$ cat src/core/fnpc_defines.svh
// Constants of the flash protection controller
`ifndef FNPC_DEFINES_SVH
`define FNPC_DEFINES_SVH
`define FNPC_AREA_MASK  32'hfff0_0000
`define FNPC_SRAM_BASE  32'h0020_0000
`define FNPC_FLASH_BASE 32'h0010_0000
`define FNPC_BOOT_BASE  32'h0000_0000
`define FNPC_OFS_MODE   8'h00
`define FNPC_OFS_CMD    8'h04
`define FNPC_OFS_STAT   8'h08
`define FNPC_OFS_LOCK   8'h0c
`define FNPC_OFS_NVM    8'h10
`define FNPC_F_WS       1:0
`define FNPC_F_IEDONE   8
`define FNPC_F_IEERR    9
`define FNPC_F_REMAP    12
`define FNPC_F_TICK     23:16
`define FNPC_F_KEY      31:24
`define FNPC_F_PAGE     16:8
`define FNPC_F_OP       3:0
`define FNPC_S_RDY      0
`define FNPC_S_DONE     1
`define FNPC_S_LOCKE    2
`define FNPC_S_KEYE     3
`define FNPC_S_SEC      4
`define FNPC_S_FPP      5
`define FNPC_N_GP       1:0
`define FNPC_N_SEC      8
`define FNPC_N_CAL      23:16
`define FNPC_MODE_RST   32'h000f_0000
`define FNPC_KEY        8'ha5
`define FNPC_OP_WP      4'h1
`define FNPC_OP_PE      4'h2
`define FNPC_OP_EA      4'h3
`define FNPC_OP_SLB     4'h4
`define FNPC_OP_CLB     4'h5
`define FNPC_OP_SGP     4'h6
`define FNPC_OP_CGP     4'h7
`define FNPC_OP_SSB     4'h8
`define FNPC_PAGE_WORDS 5'h1f
`define FNPC_CLK_NS     40
`define FNPC_PROG_NS    4000000
`define FNPC_ERASE_NS   10000000
`endif

$ cat src/core/fnpc_pkg.sv
// Types of the flash protection controller
package fnpc_pkg;
  typedef enum logic [2:0] {
    ST_IDLE  = 3'h0,
    ST_RD0   = 3'h1,
    ST_RD1   = 3'h3,
    ST_RACK  = 3'h2,
    ST_PROG  = 3'h6,
    ST_ERASE = 3'h7,
    ST_NVMOP = 3'h5
  } fnpc_state_t;
  typedef logic [17:0] fnpc_cnt_t;
  typedef struct packed {
    logic        we;
    logic        dbg;
    logic [31:0] addr;
    logic [31:0] wdata;
  } fnpc_sys_req_t;
  typedef struct packed {
    logic [3:0] op;
    logic [8:0] page;
  } fnpc_cmd_t;
  typedef struct packed {
    logic [15:0] lock;
    logic [1:0]  gp;
    logic        sec;
    logic [7:0]  cal;
  } fnpc_nv_t;
endpackage

$ cat src/core/fnpc_ctrl.sv
// Flash controller: map, prefetch, write buffer, sequencer, NV bits
// What this block does
// - SRAM decodes at its base; after remap also at address zero.
// - Flash always at its base; aliased at zero until remap.
// - Array is 512 pages of 128 bytes in 32-bit words.
// - Flash writes fill a 128-byte page buffer, word by word.
// - Array enable drops to standby whenever nothing accesses it.
// - Registers set wait states, timing, launch commands, show status.
// - Two prefetch words serve consecutive fetches without array reads.
// - Sixteen lock bits, each guarding 32 pages, 4 Kbytes.
// - Program or erase command on a locked region aborts untouched and flags error.
// - Set-lock and clear-lock commands change the addressed region.
// - Wipe pin clears all sixteen lock bits.
// - Security bit refuses debug and programming port accesses.
// - Security set by command; cleared by wipe plus full erase.
// - Two general NV bits, set and cleared by own commands.
// - General bit 0 enables brownout detector; wipe clears it.
// - General bit 1 enables brownout reset; wipe clears it.
// - Eight calibration bits fixed; no command or wipe alters them.
// - Fast port offers program, erase, lock, unlock, protect.
// - Array reads insert zero to three programmable wait states.
// - APB commands start only when written with the correct key.
//
// Added by the designer: the APB register port and the placing of the registers.
`timescale 1ns/10ps
`include "fnpc_defines.svh"
module fnpc_ctrl #(
  parameter int unsigned PROG_CYC  =
    (`FNPC_PROG_NS + `FNPC_CLK_NS - 1) / `FNPC_CLK_NS,
  parameter int unsigned ERASE_CYC =
    (`FNPC_ERASE_NS + `FNPC_CLK_NS - 1) / `FNPC_CLK_NS
) (
  input  wire logic                    pclk,
  input  wire logic                    presetn,
  input  wire logic                    psel,
  input  wire logic                    penable,
  input  wire logic                    pwrite,
  input  wire logic [7:0]              paddr,
  input  wire logic [31:0]             pwdata,
  output logic [31:0]                  prdata,
  output logic                         pready,
  output logic                         pslverr,
  input  wire logic                    sys_req,
  input  fnpc_pkg::fnpc_sys_req_t      sys_in,
  output logic                         sys_ack,
  output logic                         sys_err,
  output logic [31:0]                  sys_rdata,
  output logic                         dec_sram,
  output logic                         dec_flash,
  input  wire logic                    fpp_valid,
  input  fnpc_pkg::fnpc_cmd_t          fpp_cmd,
  output logic                         fpp_ready,
  output logic                         fpp_mode,
  output logic                         arr_en,
  output logic                         arr_rd,
  output logic                         arr_we,
  output logic                         arr_erase,
  output logic                         arr_all,
  output logic [13:0]                  arr_addr,
  output logic [31:0]                  arr_wdata,
  input  wire logic [31:0]             arr_rdata,
  input  fnpc_pkg::fnpc_nv_t           nv_init,
  output fnpc_pkg::fnpc_nv_t           nv_out,
  input  wire logic                    wipe_pin,
  input  wire logic                    test_mode_pin,
  input  wire logic                    port_line_zero,
  input  wire logic                    port_line_one,
  output logic                         brownout_detector_en,
  output logic                         brownout_reset_en,
  output logic                         irq
);
  import fnpc_pkg::*;

  localparam fnpc_cnt_t PROG_LIM  = fnpc_cnt_t'(PROG_CYC - 1);
  localparam fnpc_cnt_t ERASE_LIM = fnpc_cnt_t'(ERASE_CYC - 1);

  fnpc_state_t state_r;
  fnpc_cnt_t   cnt_r;
  fnpc_cmd_t   cmd_r;
  fnpc_nv_t    nv_r;
  logic [31:0] mode_r;
  logic [31:0] wbuf_r [32];
  logic [31:0] pf_r [2];
  logic [12:0] pf_tag_r;
  logic        pf_vld_r;
  logic [3:0]  pin_s1_r;
  logic [3:0]  pin_s2_r;
  logic        wipe_d_r;
  logic        wipe_pend_r;
  logic        ld_r;
  logic        remap_r;
  logic        busy_r;
  logic        go_r;
  logic        done_r;
  logic        lockerr_r;
  logic        keyerr_r;
  logic        sys_ack_r;
  logic        sys_err_r;
  logic [31:0] sys_rdata_r;
  logic [31:0] prdata_nxt;
  logic        apb_wr;
  logic        apb_rd;
  logic        cmd_wr;
  logic        key_ok;
  logic        acc_apb;
  logic        acc_fpp;
  logic        acc_wipe;
  logic        wipe_rise;
  logic        locked_w;
  logic        abort_w;
  logic        fin_w;
  logic        nv_apply;
  logic        hit_w;
  logic        take_w;
  logic        refuse_w;
  logic [31:0] area_w;
  logic [1:0]  ws_w;

  // Pins from outside the clock domain: two stages before use
  always_ff @(posedge pclk or negedge presetn)
    if (!presetn)
    begin
      pin_s1_r <= 4'h0;
      pin_s2_r <= 4'h0;
    end
    else
    begin
      pin_s1_r <= {wipe_pin, test_mode_pin, port_line_zero, port_line_one};
      pin_s2_r <= pin_s1_r;
    end

  assign fpp_mode  = &pin_s2_r[2:0];
  assign wipe_rise = pin_s2_r[3] & ~wipe_d_r;

  always_ff @(posedge pclk or negedge presetn)
    if (!presetn)
      wipe_d_r <= 1'b0;
    else
      wipe_d_r <= pin_s2_r[3];

  // Address map
  assign area_w = sys_in.addr & `FNPC_AREA_MASK;
  assign dec_sram  = (area_w == `FNPC_SRAM_BASE) |
                     (remap_r & (area_w == `FNPC_BOOT_BASE));
  assign dec_flash = (area_w == `FNPC_FLASH_BASE) |
                     (~remap_r & (area_w == `FNPC_BOOT_BASE));

  // APB slave, zero wait states
  assign apb_wr = psel & penable & pwrite;
  assign apb_rd = psel & penable & ~pwrite;
  assign pready = 1'b1;
  assign cmd_wr = apb_wr & (paddr == `FNPC_OFS_CMD);
  assign key_ok = pwdata[`FNPC_F_KEY] == `FNPC_KEY;
  assign ws_w   = mode_r[`FNPC_F_WS];

  always_comb
  begin
    prdata_nxt = 32'h0;
    pslverr    = 1'b0;
    unique case (paddr)
      `FNPC_OFS_MODE: prdata_nxt = mode_r;
      `FNPC_OFS_CMD:  prdata_nxt = {19'h0, cmd_r};
      `FNPC_OFS_STAT:
      begin
        prdata_nxt[`FNPC_S_RDY]   = ~busy_r;
        prdata_nxt[`FNPC_S_DONE]  = done_r;
        prdata_nxt[`FNPC_S_LOCKE] = lockerr_r;
        prdata_nxt[`FNPC_S_KEYE]  = keyerr_r;
        prdata_nxt[`FNPC_S_SEC]   = nv_r.sec;
        prdata_nxt[`FNPC_S_FPP]   = fpp_mode;
      end
      `FNPC_OFS_LOCK: prdata_nxt = {16'h0, nv_r.lock};
      `FNPC_OFS_NVM:
      begin
        prdata_nxt[`FNPC_N_GP]  = nv_r.gp;
        prdata_nxt[`FNPC_N_SEC] = nv_r.sec;
        prdata_nxt[`FNPC_N_CAL] = nv_r.cal;
      end
      default: pslverr = psel & penable;
    endcase
  end

  assign prdata = apb_rd ? prdata_nxt : 32'h0;

  // Mode register; remap is write-once until reset
  always_ff @(posedge pclk or negedge presetn)
    if (!presetn)
    begin
      mode_r  <= `FNPC_MODE_RST;
      remap_r <= 1'b0;
    end
    else if (apb_wr && paddr == `FNPC_OFS_MODE)
    begin
      mode_r  <= pwdata;
      remap_r <= remap_r | pwdata[`FNPC_F_REMAP];
    end

  // Command intake: wipe first, then APB, then fast port
  assign acc_wipe = wipe_pend_r & ~busy_r;
  assign acc_apb  = cmd_wr & key_ok & ~busy_r & ~wipe_pend_r;
  assign acc_fpp  = fpp_valid & fpp_ready;
  // Secured part refuses every fast port command
  assign fpp_ready = fpp_mode & ~busy_r & ~wipe_pend_r & ~cmd_wr &
                     ~nv_r.sec;

  always_ff @(posedge pclk or negedge presetn)
    if (!presetn)
    begin
      cmd_r  <= '0;
      go_r   <= 1'b0;
      busy_r <= 1'b0;
    end
    else
    begin
      if (acc_wipe)
        cmd_r <= '{op: `FNPC_OP_EA, page: 9'h0};
      else if (acc_apb)
        cmd_r <= '{op: pwdata[`FNPC_F_OP], page: pwdata[`FNPC_F_PAGE]};
      else if (acc_fpp)
        cmd_r <= fpp_cmd;
      if (acc_wipe || acc_apb || acc_fpp)
      begin
        go_r   <= 1'b1;
        busy_r <= 1'b1;
      end
      else
      begin
        if (state_r == ST_IDLE)
          go_r <= 1'b0;
        if (fin_w)
          busy_r <= 1'b0;
      end
    end

  // Region of a page is its top four bits
  always_comb
  begin
    locked_w = 1'b0;
    unique case (cmd_r.op)
      `FNPC_OP_WP, `FNPC_OP_PE:
        locked_w = nv_r.lock[cmd_r.page[8:5]];
      `FNPC_OP_EA:
        locked_w = (|nv_r.lock) & ~wipe_pend_r;
      default: locked_w = 1'b0;
    endcase
  end

  assign abort_w  = (state_r == ST_IDLE) & go_r & locked_w;
  assign nv_apply = (state_r == ST_NVMOP) &
                    (cnt_r[7:0] == mode_r[`FNPC_F_TICK]);
  assign fin_w = abort_w | nv_apply |
                 ((state_r == ST_PROG) & (cnt_r == PROG_LIM)) |
                 ((state_r == ST_ERASE) &
                  (cnt_r == (cmd_r.op == `FNPC_OP_EA ? ERASE_LIM : PROG_LIM)));

  // Status flags: a set in the clearing cycle wins
  always_ff @(posedge pclk or negedge presetn)
    if (!presetn)
    begin
      done_r    <= 1'b0;
      lockerr_r <= 1'b0;
      keyerr_r  <= 1'b0;
    end
    else
    begin
      done_r    <= fin_w |
                   (done_r & ~(apb_rd && paddr == `FNPC_OFS_STAT));
      lockerr_r <= abort_w |
                   (lockerr_r & ~(apb_rd && paddr == `FNPC_OFS_STAT));
      keyerr_r  <= (cmd_wr & ~key_ok) |
                   (keyerr_r & ~(apb_rd && paddr == `FNPC_OFS_STAT));
    end

  assign irq = (done_r & mode_r[`FNPC_F_IEDONE]) |
               ((lockerr_r | keyerr_r) & mode_r[`FNPC_F_IEERR]);

  // Non-volatile bits: taken from the cells once after reset release
  always_ff @(posedge pclk or negedge presetn)
    if (!presetn)
      ld_r <= 1'b0;
    else
      ld_r <= 1'b1;

  always_ff @(posedge pclk or negedge presetn)
    if (!presetn)
    begin
      nv_r        <= '0;
      wipe_pend_r <= 1'b0;
    end
    else if (!ld_r)
      nv_r <= nv_init;
    else
    begin
      if (wipe_rise)
      begin
        nv_r.lock   <= 16'h0;
        nv_r.gp     <= 2'h0;
        wipe_pend_r <= 1'b1;
      end
      else if (fin_w && cmd_r.op == `FNPC_OP_EA && wipe_pend_r)
      begin
        nv_r.sec    <= 1'b0;
        wipe_pend_r <= 1'b0;
      end
      // A wipe in the same cycle must not be undone by a set command
      if (nv_apply && !wipe_rise)
        unique case (cmd_r.op)
          `FNPC_OP_SLB: nv_r.lock[cmd_r.page[8:5]] <= 1'b1;
          `FNPC_OP_CLB: nv_r.lock[cmd_r.page[8:5]] <= 1'b0;
          `FNPC_OP_SGP: nv_r.gp[cmd_r.page[0]] <= 1'b1;
          `FNPC_OP_CGP: nv_r.gp[cmd_r.page[0]] <= 1'b0;
          `FNPC_OP_SSB: nv_r.sec <= 1'b1;
          default: nv_r.sec <= nv_r.sec;
        endcase
    end

  assign nv_out = nv_r;
  assign brownout_detector_en = nv_r.gp[0];
  assign brownout_reset_en    = nv_r.gp[1];

  // System bus side
  assign take_w = (state_r == ST_IDLE) & ~go_r & sys_req & dec_flash &
                  ~sys_ack_r;
  assign refuse_w = sys_in.dbg & nv_r.sec;
  assign hit_w = pf_vld_r & (pf_tag_r == sys_in.addr[15:3]);

  // Page buffer, one word per write; no reset, software fills it
  always_ff @(posedge pclk)
    if (take_w && !refuse_w && sys_in.we)
      wbuf_r[sys_in.addr[6:2]] <= sys_in.wdata;

  always_ff @(posedge pclk or negedge presetn)
    if (!presetn)
    begin
      state_r     <= ST_IDLE;
      cnt_r       <= '0;
      sys_ack_r   <= 1'b0;
      sys_err_r   <= 1'b0;
      sys_rdata_r <= 32'h0;
      pf_vld_r    <= 1'b0;
      pf_tag_r    <= 13'h0;
      pf_r[0]     <= 32'h0;
      pf_r[1]     <= 32'h0;
    end
    else
    begin
      sys_ack_r <= 1'b0;
      sys_err_r <= 1'b0;
      cnt_r     <= cnt_r + fnpc_cnt_t'(1);
      unique case (state_r)
        ST_IDLE:
        begin
          cnt_r <= '0;
          if (go_r && !locked_w)
            unique case (cmd_r.op)
              `FNPC_OP_WP: state_r <= ST_PROG;
              `FNPC_OP_PE, `FNPC_OP_EA: state_r <= ST_ERASE;
              default: state_r <= ST_NVMOP;
            endcase
          else if (take_w)
          begin
            if (refuse_w || sys_in.we || hit_w)
            begin
              sys_ack_r   <= 1'b1;
              sys_err_r   <= refuse_w;
              sys_rdata_r <= (refuse_w || sys_in.we) ? 32'h0 :
                             pf_r[sys_in.addr[2]];
            end
            else
              state_r <= ST_RD0;
          end
        end
        // Each word takes wait states plus one cycle
        ST_RD0:
          if (cnt_r[1:0] == ws_w)
          begin
            pf_r[0]  <= arr_rdata;
            pf_vld_r <= 1'b0;
            cnt_r    <= '0;
            state_r  <= ST_RD1;
          end
        ST_RD1:
          if (cnt_r[1:0] == ws_w)
          begin
            pf_r[1]  <= arr_rdata;
            pf_tag_r <= sys_in.addr[15:3];
            pf_vld_r <= 1'b1;
            state_r  <= ST_RACK;
          end
        ST_RACK:
        begin
          sys_ack_r   <= 1'b1;
          sys_rdata_r <= pf_r[sys_in.addr[2]];
          state_r     <= ST_IDLE;
        end
        ST_PROG, ST_ERASE:
          if (fin_w)
          begin
            pf_vld_r <= 1'b0;  // Stale words must not survive a rewrite
            state_r  <= ST_IDLE;
          end
        ST_NVMOP:
          if (fin_w)
            state_r <= ST_IDLE;
        default: state_r <= ST_IDLE;
      endcase
    end

  assign sys_ack   = sys_ack_r;
  assign sys_err   = sys_err_r;
  assign sys_rdata = sys_rdata_r;

  // Array port; enable low outside accesses puts it in standby
  assign arr_rd    = (state_r == ST_RD0) | (state_r == ST_RD1);
  assign arr_we    = (state_r == ST_PROG) &
                     (cnt_r <= fnpc_cnt_t'(`FNPC_PAGE_WORDS));
  assign arr_erase = state_r == ST_ERASE;
  assign arr_all   = arr_erase & (cmd_r.op == `FNPC_OP_EA);
  assign arr_en    = arr_rd | arr_we | arr_erase;
  assign arr_addr  = arr_rd ?
                     {sys_in.addr[15:3], state_r == ST_RD1} :
                     {cmd_r.page, cnt_r[4:0]};
  assign arr_wdata = wbuf_r[cnt_r[4:0]];
endmodule

$ cat config.mk
export PLATFORM = sky130hd
export DESIGN_NAME = fnpc_ctrl
export DESIGN_NICKNAME = d
export VERILOG_FILES = /design/src/core/fnpc_pkg.sv /design/src/core/fnpc_ctrl.sv
export VERILOG_INCLUDE_DIRS = /design/src /design/src/core
export SDC_FILE = /design/constraint.sdc
export NUM_CORES = 1
export LEC_CHECK = 0
export BUFFER_PORTS_ARGS = -buffer_cell sky130_fd_sc_hd__buf_4
export CAP_MARGIN = 20
export CORE_UTILIZATION = 50
export CTS_BUF_LIST = sky130_fd_sc_hd__clkbuf_4 sky130_fd_sc_hd__clkbuf_8
export CTS_CLUSTER_DIAMETER = 60
export CTS_CLUSTER_SIZE = 10
export DETAILED_ROUTE_END_ITERATION = 8
export GPL_TIMING_DRIVEN = 0
export HOLD_SLACK_MARGIN = 0.03
export MAX_ROUTING_LAYER = met4
export PLACE_DENSITY = 0.8
export SLEW_MARGIN = 0
export SYNTH_ARGS = -nofsm -noshare
export SYNTH_HDL_FRONTEND = slang
export SYNTH_SLANG_ARGS = --single-unit
$ cat constraint.sdc
create_clock -name pclk -period 4.1 [get_ports pclk]
set_input_delay 0.615 -clock pclk [delete_from_list [all_inputs] [get_ports pclk]]
set_output_delay 0.615 -clock pclk [all_outputs]
set_load 0.05 [all_outputs]
=== Word level (Yosys, flattened, before mapping) ===
Memory sizes are Yosys's and may differ from the RTL's.
Cells that the tools add are included.

* Reduce and logical (&&, ||, !) cells: 40
* Mux-type cells: 67
* Order comparisons: 6
* Add/subtract/negate cells: 1
* Bitwise gates (word level): 68
* Equal/unequal tests: 36

{| class="wikitable"
|+ Operators with widths
! kind !! count
|-
| 32-bit two-way mux || 8
|-
| 18-bit two-way mux || 4
|-
| 32-bit one-hot mux with 2 select lines || 1
|-
| 13-bit two-way mux || 3
|-
| 19-bit two-way mux || 2
|-
| 1-bit bitwise AND || 36
|-
| 18-bit one-hot mux with 2 select lines || 1
|-
| 32-bit logical NOT || 1
|-
| 16-bit one-hot mux with 2 select lines || 1
|-
| 1-bit two-way mux || 23
|-
| 7-bit one-hot mux with 3 select lines || 1
|-
| 18-bit by 1-bit adder with 18-bit output (second input constant) || 1
|-
| 18-bit by 17-bit == test with 1-bit output (second input constant) || 1
|-
| 18-bit == test || 1
|-
| 18-bit by 5-bit less-or-equal comparator with 1-bit output (second input constant) || 1
|-
| 3-bit two-way mux || 6
|-
| 16-bit bitwise AND || 1
|-
| 4-bit by 3-bit == test with 1-bit output (second input constant) || 4
|-
| 8-bit by 4-bit == test with 1-bit output (second input constant) || 2
|-
| 16-bit NOT || 1
|-
| 16-bit bitwise OR || 1
|-
| 4-bit one-hot mux with 4 select lines || 1
|-
| 8-bit one-hot mux with 2 select lines || 1
|-
| 16-bit OR reduction || 1
|-
| 57 further kinds || 115
|}

* Input bits: 189
* Output and inout bits: 153
* Logic and storage cells: 246
* Register bits after elaboration: 222
* Memories: 1
* Bits in writable memories: 1024

{| class="wikitable"
|+ Memory list
! memory !! words !! bits a word !! rd ports !! clocked after Yosys merged registers in !! wr ports !! line !! RTL
|-
| wbuf_r || 32 || 32 || 1 || 0 || 1 || fnpc_ctrl.sv:82 || <nowiki>logic [31:0] wbuf_r [32];</nowiki>
|}

=== Longest topological paths before layout ===
Gate-level depths: netlist of the first run.

* Depth in word-level cells: 14
* Mapped depth: 9
* Depth with buffers taken out: 7

=== Least setup slack after synthesis of the first run ===
Ideal clock, no wire load.

* Path kind: input -> register
* Start: input sys_in[59] in the netlist's numbering
* End: memory wbuf_r[28][0], enable pin
* Setup time: 0.421 ns
* Setup slack: 0.536 ns
* Data required time: 3.679 ns
* Stages: 5
* Arrival: 3.143 ns
* Buffers on the path: 0
* Cells stage by stage: nor4_1 -> nand4_1 -> nor4_1 -> nand3_1 -> nor2_1

* Word-level cells in the longest chain between the ends: 9
* Elaborated cells between the ends (all ways): 10
* Those cells by class: 1 x eq/ne; 2 x mux; 4 x bitwise; 3 x reduce/logical

{| class="wikitable"
|+ RTL lines
! element !! line !! RTL
|-
| from (decl) || fnpc_ctrl.sv:44 || <nowiki>input fnpc_pkg::fnpc_sys_req_t sys_in,</nowiki>
|-
| 32-bit logical NOT (no source line) || -- ||
|-
| 1-bit bitwise AND || fnpc_ctrl.sv:146 || <nowiki>(~remap_r & (area_w == `FNPC_BOOT_BASE));</nowiki>
|-
| 1-bit bitwise OR * || fnpc_ctrl.sv:145 || <nowiki>assign dec_flash = (area_w == `FNPC_FLASH_BASE) |</nowiki>
|-
| 1-bit bitwise AND * (2 in a row) || fnpc_ctrl.sv:322 || <nowiki>assign take_w = (state_r == ST_IDLE) & ~go_r & sys_req & dec_flash &</nowiki>
|-
| 1-bit logical AND * (2 in a row) || fnpc_ctrl.sv:329 || <nowiki>if (take_w && !refuse_w && sys_in.we)</nowiki>
|-
| 1-bit two-way mux * || fnpc_ctrl.sv:329 ||
|-
| 1-bit two-way mux (implied by the code) * || fnpc_ctrl.sv:330 || <nowiki>wbuf_r[sys_in.addr[6:2]] <= sys_in.wdata;</nowiki>
|-
| to (decl) || fnpc_ctrl.sv:82 ||
|}

Mark *: on every way between the ends. The rest lies on a longest branch, timed or not.

=== Final worst setup path of the first run ===
* Start: register cnt_r[0]
* End: output arr_wdata[22]

* Word-level cells in the longest chain between the ends: 1

{| class="wikitable"
|+ RTL lines
! element !! line !! RTL
|-
| from (decl) || fnpc_ctrl.sv:78 || <nowiki>fnpc_cnt_t cnt_r;</nowiki>
|-
| from (signal assigned) || fnpc_ctrl.sv:349 || <nowiki>cnt_r <= cnt_r + fnpc_cnt_t'(1);</nowiki>
|-
| memory read 32 x 32 bit || -- ||
|-
| to (decl) || fnpc_ctrl.sv:60 || <nowiki>output logic [31:0] arr_wdata,</nowiki>
|}

Every way passes these cells.

==> impl_metrics.ini, run 1 <==
[outcome]
status = complete, but fails checks
violations = negative setup slack

[die]
die_h_um = 318.2
initial_core_util_pct = 50.64
ios = 342
die-area_um2 = 101200
die_w_um = 318.2
rows = 115
core_um2 = 98710

[power]
power_density_nw_per_um2 = 630.4
combinationalPowerShare_pct = 40.1
power_leakage_nw = 21.10
p_clk_share_pct = 21.0
pwr-share-seq_pct = 38.9
peakVddDrop_mv = 0.5227
p_sw_share_pct = 34.28
internal_power_mw = 25.06
p_sw_mw = 13.07

[synthesis]
async_flop_share_pct = 17.82
syn_inst = 2499
ys_types = 64
syn_avg_cell_area_um2 = 20.00
synth-edff-count = 1024
ys.flop_type = edfxtp_1
synth-seq-cells = 1246
syn_area_um2 = 49990
ys_seq_area_share_pct = 72.64
ys_warn_count = 0

[clock_network]
clk_path_buf_depth = 3
cts.sink_count = 1246
cts-buffers-inserted = 145
htree_levels = 4
clk_latency_ns = 0.88
cts_tree = done
clkTransAtPathRegs_ns = 0.08
clk_root_buffer_cell = clkbuf_8

[placement]
dpl-instance-area_um2 = 55170
io_buffers = 329
hpwl_mm = 89.24
gp_congestion = 0.9150

[setup_path]
cp.required_ns = 3.48
arrival_ns = 3.58
worstSetupPathType = register to output port
cp-start-kind = register
end_kind = output port
critPathMaxFanout = 6
timing.reg2reg.setup_slack_ns = 0.26

[sta]
rsz0062_at_grt = yes
fin_crit_ns = 4.193
setup_viol = 18
slew_headroom_pct = 27.73
setup_slack_ns = -0.09350
period_share_pct = 102.3
skew_ns = 0.05577
clock.fmax_mhz = 238.5
tightest_slew_ns = 1.084
holdWs_ns = 0.1332
report.final.slew_viol_count = 0
hold_viol = 0

[drt]
vias_per_cell = 6.500
drc = 0
drt_iter0_markers = 3839
vias = 29440
detail_route.first_pass.iterations = 6
wire_per_inst_um = 31.63
final_antenna_net_count = 0
wl_mm = 143.3

[global_routing]
grt_usage_pct = 29.15
grt_pass1_vias = 29640
antenna_found_initial = 4
grt-ovfl-total = 0
grt_pass1_wl_mm = 204.8
grt_max_degree = 122

[flow_run]
maxCapViolCount = 0

[finish]
syn2layout_area_growth_pct = 21.02
drive_gt1_share_pct = 38.78
layout.cells.most_common = edfxtp_1
stdcell_area_um2 = 60490
final_cell_mix = edfxtp_1 (1024), buf_4 (341), mux4_2 (326), dfrtp_1 (217), clkbuf_8 (159)
final_nets = 3381

[hold_path]
hold_path_class = input pin to register
cell usage after synthesis, types with 2 or more instances:
library cell	count	area share, %
dfstp_2	4	0.21
mux2_4	30	0.90
o2bb2ai_1	32	0.56
nand3b_1	2	0.030
nand4_1	13	0.16
clkbuf_1	97	0.73
o21ai_0	27	0.27
nor4_1	12	0.15
nor4_4	2	0.085
nor2b_1	9	0.11
or2_2	8	0.10
mux4_2	326	15
dfrtp_1	218	11
and3_1	20	0.25
a32oi_1	2	0.035
nand2b_1	8	0.10
o22ai_1	3	0.038
buf_4	4	0.060
a21o_1	15	0.23
a22oi_1	30	0.45
a22o_1	11	0.19
inv_1	13	0.098
or3_1	3	0.038
a21oi_1	31	0.31
nand4b_1	3	0.053
mux2i_1	46	0.92
nor2_1	117	0.88
buf_6	4	0.090
and4b_1	2	0.040
nor3_1	13	0.13
buf_2	23	0.23
a41oi_1	2	0.035
or4_1	2	0.030
mux2_2	125	2.8
nand3_1	22	0.22
nand2_1	86	0.65
xnor2_1	27	0.47
o211ai_1	18	0.27
edfxtp_1	1024	62
and2_1	4	0.050
nor4bb_1	4	0.080
buf_1	22	0.17
xor2_1	13	0.23
nand4bb_1	2	0.045
per-layer routing:
layer / GRT usage, % / vias to the layer above / wire [um]
li1: - / 11520 / -
met1: 36.08 / 15180 / 50600
met2: 46.76 / 2325 / 70810
met3: 6.156 / 419 / 15580
met4: 12.56 / 0 / 6264
met5: - / - / 0
critical path, cell delays in order (launching register included):
cell and delay [ns]:
dfrtp_2 0.48, buf_4 0.16, buf_6 0.11, buf_12 0.14, buf_8 0.13, buf_12 0.13, buf_4 0.15, mux4_2 0.45
mux4_2 0.46, mux2_4 0.31, buf_6 0.16
flip-flops by register name (all words and copies together) (netlist names), 3 cells and up:
register and count:
pf_tag_r 13, mode_r 32, cmd_r 13, cnt_r 18, state_r 3, sys_rdata 32
nv_out 25, pin_s1_r 4, wbuf_r 1024, pf_r 64, pin_s2_r 4
through the flow:
step / std cells / setup slack, ns / power (mW) / setup TNS (ns) / utilization (%)
after global placement: 4116 / -2.495 / 27.59 / -2224.44 / 54.78
after global routing: 4525 / -0.1546 / 39.19 / -2.561 / 61.28
final: 4529 / -0.09350 / 38.14 / -0.8106 / 61.29
after floorplan: 2500 / 0.5357 / 23.61 / 0 / -
after detailed placement: 4159 / -0.3397 / 28.01 / -85.67 / 55.89
after CTS: 4510 / -0.2312 / 37.57 / -35.67 / 61.10
final cells by class:
cell class / instances / area, um^2
Multi-Input combinational cell: 1091 / 13340
Clock buffer: 172 / 2217
Buffer: 147 / 1205
Clock inverter: 18 / 201.4
Timing Repair Buffer: 547 / 5542
Inverter: 13 / 48.80
Antenna cell: 8 / 20.02
Fill cell: 6404 / 38210
Tap cell: 1287 / 1610
Sequential cell: 1246 / 36310
worst paths after layout:
kind | from | end | depth (start not counted)
hold / removal | fpp_cmd[12] | cmd_r[12] | 3
min in group asynchronous | presetn | pf_r[6] | 3
setup / recovery | cnt_r[0] | arr_wdata[22] | 10
hold reg to reg | pin_s1_r[1] | pin_s2_r[1] | 0
setup reg to reg | state_r[1] | wbuf_r[3][16] | 7
max in group asynchronous | presetn | pf_r[30] | 4
kinds of logic (layout without fill, tap and decap cells):
group	Yosys count	after routing	share of synthesized area (%)
DFF	1246	1246	72.64
muxes	527	527	19.33
and+or+nand+nor	341	341	3.389
AOI/OAI and AO/OA	180	180	2.541
buffers and inverters	163	897	1.372
xor gates and xnor gates	40	40	0.7009
adders and majority gates	1	1	0.02503
other	1	10	0.007502
power groups by stage:
| stage | combinational (mW) | clock (mW) | sequential, mW |
|---|---|---|---|
| after floorplan | 8.03 | 0 | 15.6 |
| after global placement | 12.6 | 0 | 15.0 |
| after detailed placement | 13.0 | 0 | 15.1 |
| after CTS | 14.8 | 7.96 | 14.8 |
| after global routing | 15.8 | 8.52 | 14.9 |
| final | 15.3 | 8.00 | 14.8 |
what timing repair did:
item,CTS,global route
setup buffers,47,17
endpoints found under the hold margin,255,0
hold buffers,107,0
resized for setup,269,40
cloned,8,1
pin swaps,12,0
endpoints found under the setup margin,715,643
No activity file was read; power rests on OpenSTA's default activity.
==> inputs of run 2 (changes only) <==
--- a/config.mk
+++ b/config.mk
@@ -6,17 +6,18 @@
 export SDC_FILE = /design/constraint.sdc
 export NUM_CORES = 1
 export LEC_CHECK = 0
-export BUFFER_PORTS_ARGS = -buffer_cell sky130_fd_sc_hd__buf_4
 export CAP_MARGIN = 20
 export CORE_UTILIZATION = 50
 export CTS_BUF_LIST = sky130_fd_sc_hd__clkbuf_4 sky130_fd_sc_hd__clkbuf_8
 export CTS_CLUSTER_DIAMETER = 60
 export CTS_CLUSTER_SIZE = 10
 export DETAILED_ROUTE_END_ITERATION = 8
+export DONT_BUFFER_PORTS = 1
 export GPL_TIMING_DRIVEN = 0
 export HOLD_SLACK_MARGIN = 0.03
 export MAX_ROUTING_LAYER = met4
-export PLACE_DENSITY = 0.8
+export PLACE_DENSITY = 0.77
+export SETUP_SLACK_MARGIN = 0.4
 export SLEW_MARGIN = 0
 export SYNTH_ARGS = -nofsm -noshare
 export SYNTH_HDL_FRONTEND = slang
==> run 2 against run 1 <==
The run ends with negative hold slack left. Non-clock buffer count fell by 265. Critical endpoint is now arr_wdata[29]. Routed wire length grew 1.9%. Global-route usage is 1.0 points lower. Highest routed layer unchanged.
==> impl_metrics.ini, run 2 (synthesized netlist as in run 1, its figures left out) <==
[outcome]
status = complete, but fails checks
violations = negative hold slack

[clock_network]
clk_root_buffer_cell = clkbuf_8
htree_levels = 4
clkTransAtPathRegs_ns = 0.08
clk_path_buf_depth = 3
cts_hold_buf = 145
cts.sink_count = 1246
cts_tree = done
cts-buffers-inserted = 144
clk_latency_ns = 0.86

[global_routing]
grt_usage_pct = 28.16
antenna_found_initial = 18
grt_pass1_vias = 28500
grt-ovfl-total = 0
grt_pass1_wl_mm = 197.8
grt_max_degree = 223

[drt]
wl_mm = 145.9
vias_per_cell = 6.619
drt_iter0_markers = 3919
drc = 0
vias = 28260
final_antenna_net_count = 0
wire_per_inst_um = 34.18
detail_route.first_pass.iterations = 5

[sta]
report.final.slew_viol_count = 0
fin_tns_setup_ns = 0
hold_viol = 222
period_share_pct = 99.07
slew_headroom_pct = 14.36
skew_ns = 0.05180
tightest_slew_ns = 1.280
fin_crit_ns = 4.062
holdWs_ns = -0.5113
rsz0062_at_grt = yes
clock.fmax_mhz = 246.2
setup_viol = 0

[setup_path]
slowest_delay_ns = 0.55
cp.required_ns = 3.48
cpMaxStageDelayCell = mux4_2
path_cells = buf_6, buf_12, buf_16, buf_12, buf_16, mux4_2, mux4_2, mux2_4
critPathMaxFanout = 8
end_kind = output port
worstSetupPathType = register to output port
cp-start-kind = register
arrival_ns = 3.45

[die]
die_h_um = 318.2
initial_core_util_pct = 50.64
core_um2 = 98710
die_w_um = 318.2
die-area_um2 = 101200
rows = 115
ios = 342

[finish]
layout.cells.most_common = edfxtp_1
stdcell_area_um2 = 58940
final_nets = 3115
syn2layout_area_growth_pct = 17.91
final_cell_mix = edfxtp_1 (1024), mux4_2 (326), dfrtp_1 (217), clkbuf_8 (168), dlygate4sd3_1 (145)
largest_reg_flops = 1024
drive_gt1_share_pct = 32.41
utilization_pct = 59.71

[power]
peakVddDrop_mv = 0.3508
power_leakage_nw = 19.89
power_density_nw_per_um2 = 628.2

[placement]
dpl-instance-area_um2 = 52590
io_buffers = 0
gp_congestion = 0.8919
hpwl_mm = 87.60

[hold_path]
hold_path_class = input pin to async pin

[flow_run]
maxCapViolCount = 0
[run 2: cell types whose count changed in the layout (fill, tap and decap cells not counted), moves of 10 or more]
cell / delta
nor2_1: -10
clkbuf_4: -12
buf_8: -16
buf_4: -297
nor2_2: +10
diode_2: +13
buf_6: -14
dlygate4sd3_1: +38
[run 2: worst paths after layout]
check | startpoint | end | slack (ns) | depth (start not counted)
min | presetn | cnt_r[0] | -0.51 | 0
min reg2reg | pin_s1_r[0] | pin_s2_r[0] | 0.35 | 0
min in group pclk | pwdata[9] | cmd_r[1] | 0.10 | 2
max reg2reg | state_r[1] | wbuf_r[27][6] | 0.59 | 7
max | cnt_r[0] | arr_wdata[29] | 0.04 | 8
max in group asynchronous | presetn | mode_r[19] | 4.36 | 0
[run 2: cell type report]
cell class | instances | area [um^2]
Buffer | 150 | 1309
Sequential cell | 1246 | 36310
Timing Repair Buffer | 279 | 3800
Fill cell | 6572 | 39770
Multi-Input combinational cell | 1091 | 13420
Inverter | 13 | 48.80
Antenna cell | 21 | 52.55
Clock inverter | 18 | 234.0
Clock buffer | 165 | 2158
Tap cell | 1287 | 1610
[run 2: metal layers]
layer	up-vias	track usage (%)	part of all wire, %
li1	10980	-	-
met1	14570	34.07	34
met2	2233	45.42	50
met3	478	7.231	11
met4	0	11.25	5.0
met5	-	-	0
[run 2: worst max-delay path: cells and delay by family (launching register included)]
family / cells / cell delay, ns
mux: 3 / 1.47
buf+inv: 5 / 0.69
flops: 1 / 0.42
[run 2: stage by stage]
step	std cells	setup WS [ns]	power (mW)	hold slack (ns)
4_1_cts	4201	0.02943	36.51	-0.5904
3_3_place_gp	3787	-2.378	26.29	0.3238
6_report	4270	0.03824	37.03	-0.5113
5_1_grt	4266	-0.01333	38.07	-0.5624
2_1_floorplan	2500	0.5357	23.61	0.3194
3_5_place_dp	3827	-0.2495	26.67	0.3243
[run 2: report_power, final]
group | total [mW] | internal (mW) | switching, mW | leakage (nW)
combinational | 13.5 | 6.22 | 7.31 | 6.72
clock | 7.95 | 3.54 | 4.41 | 1.24
sequential | 15.5 | 14.4 | 1.20 | 11.9
[run 2: what timing repair did]
| action | CTS | global route |
|---|---|---|
| gates resized for setup | 283 | 27 |
| endpoints found under the setup margin | 1070 | 1077 |
| endpoints found under the hold margin | 1394 | 222 |
| setup buffers | 32 | 39 |
| cloned | 14 | 2 |
| pin swaps | 7 | 24 |
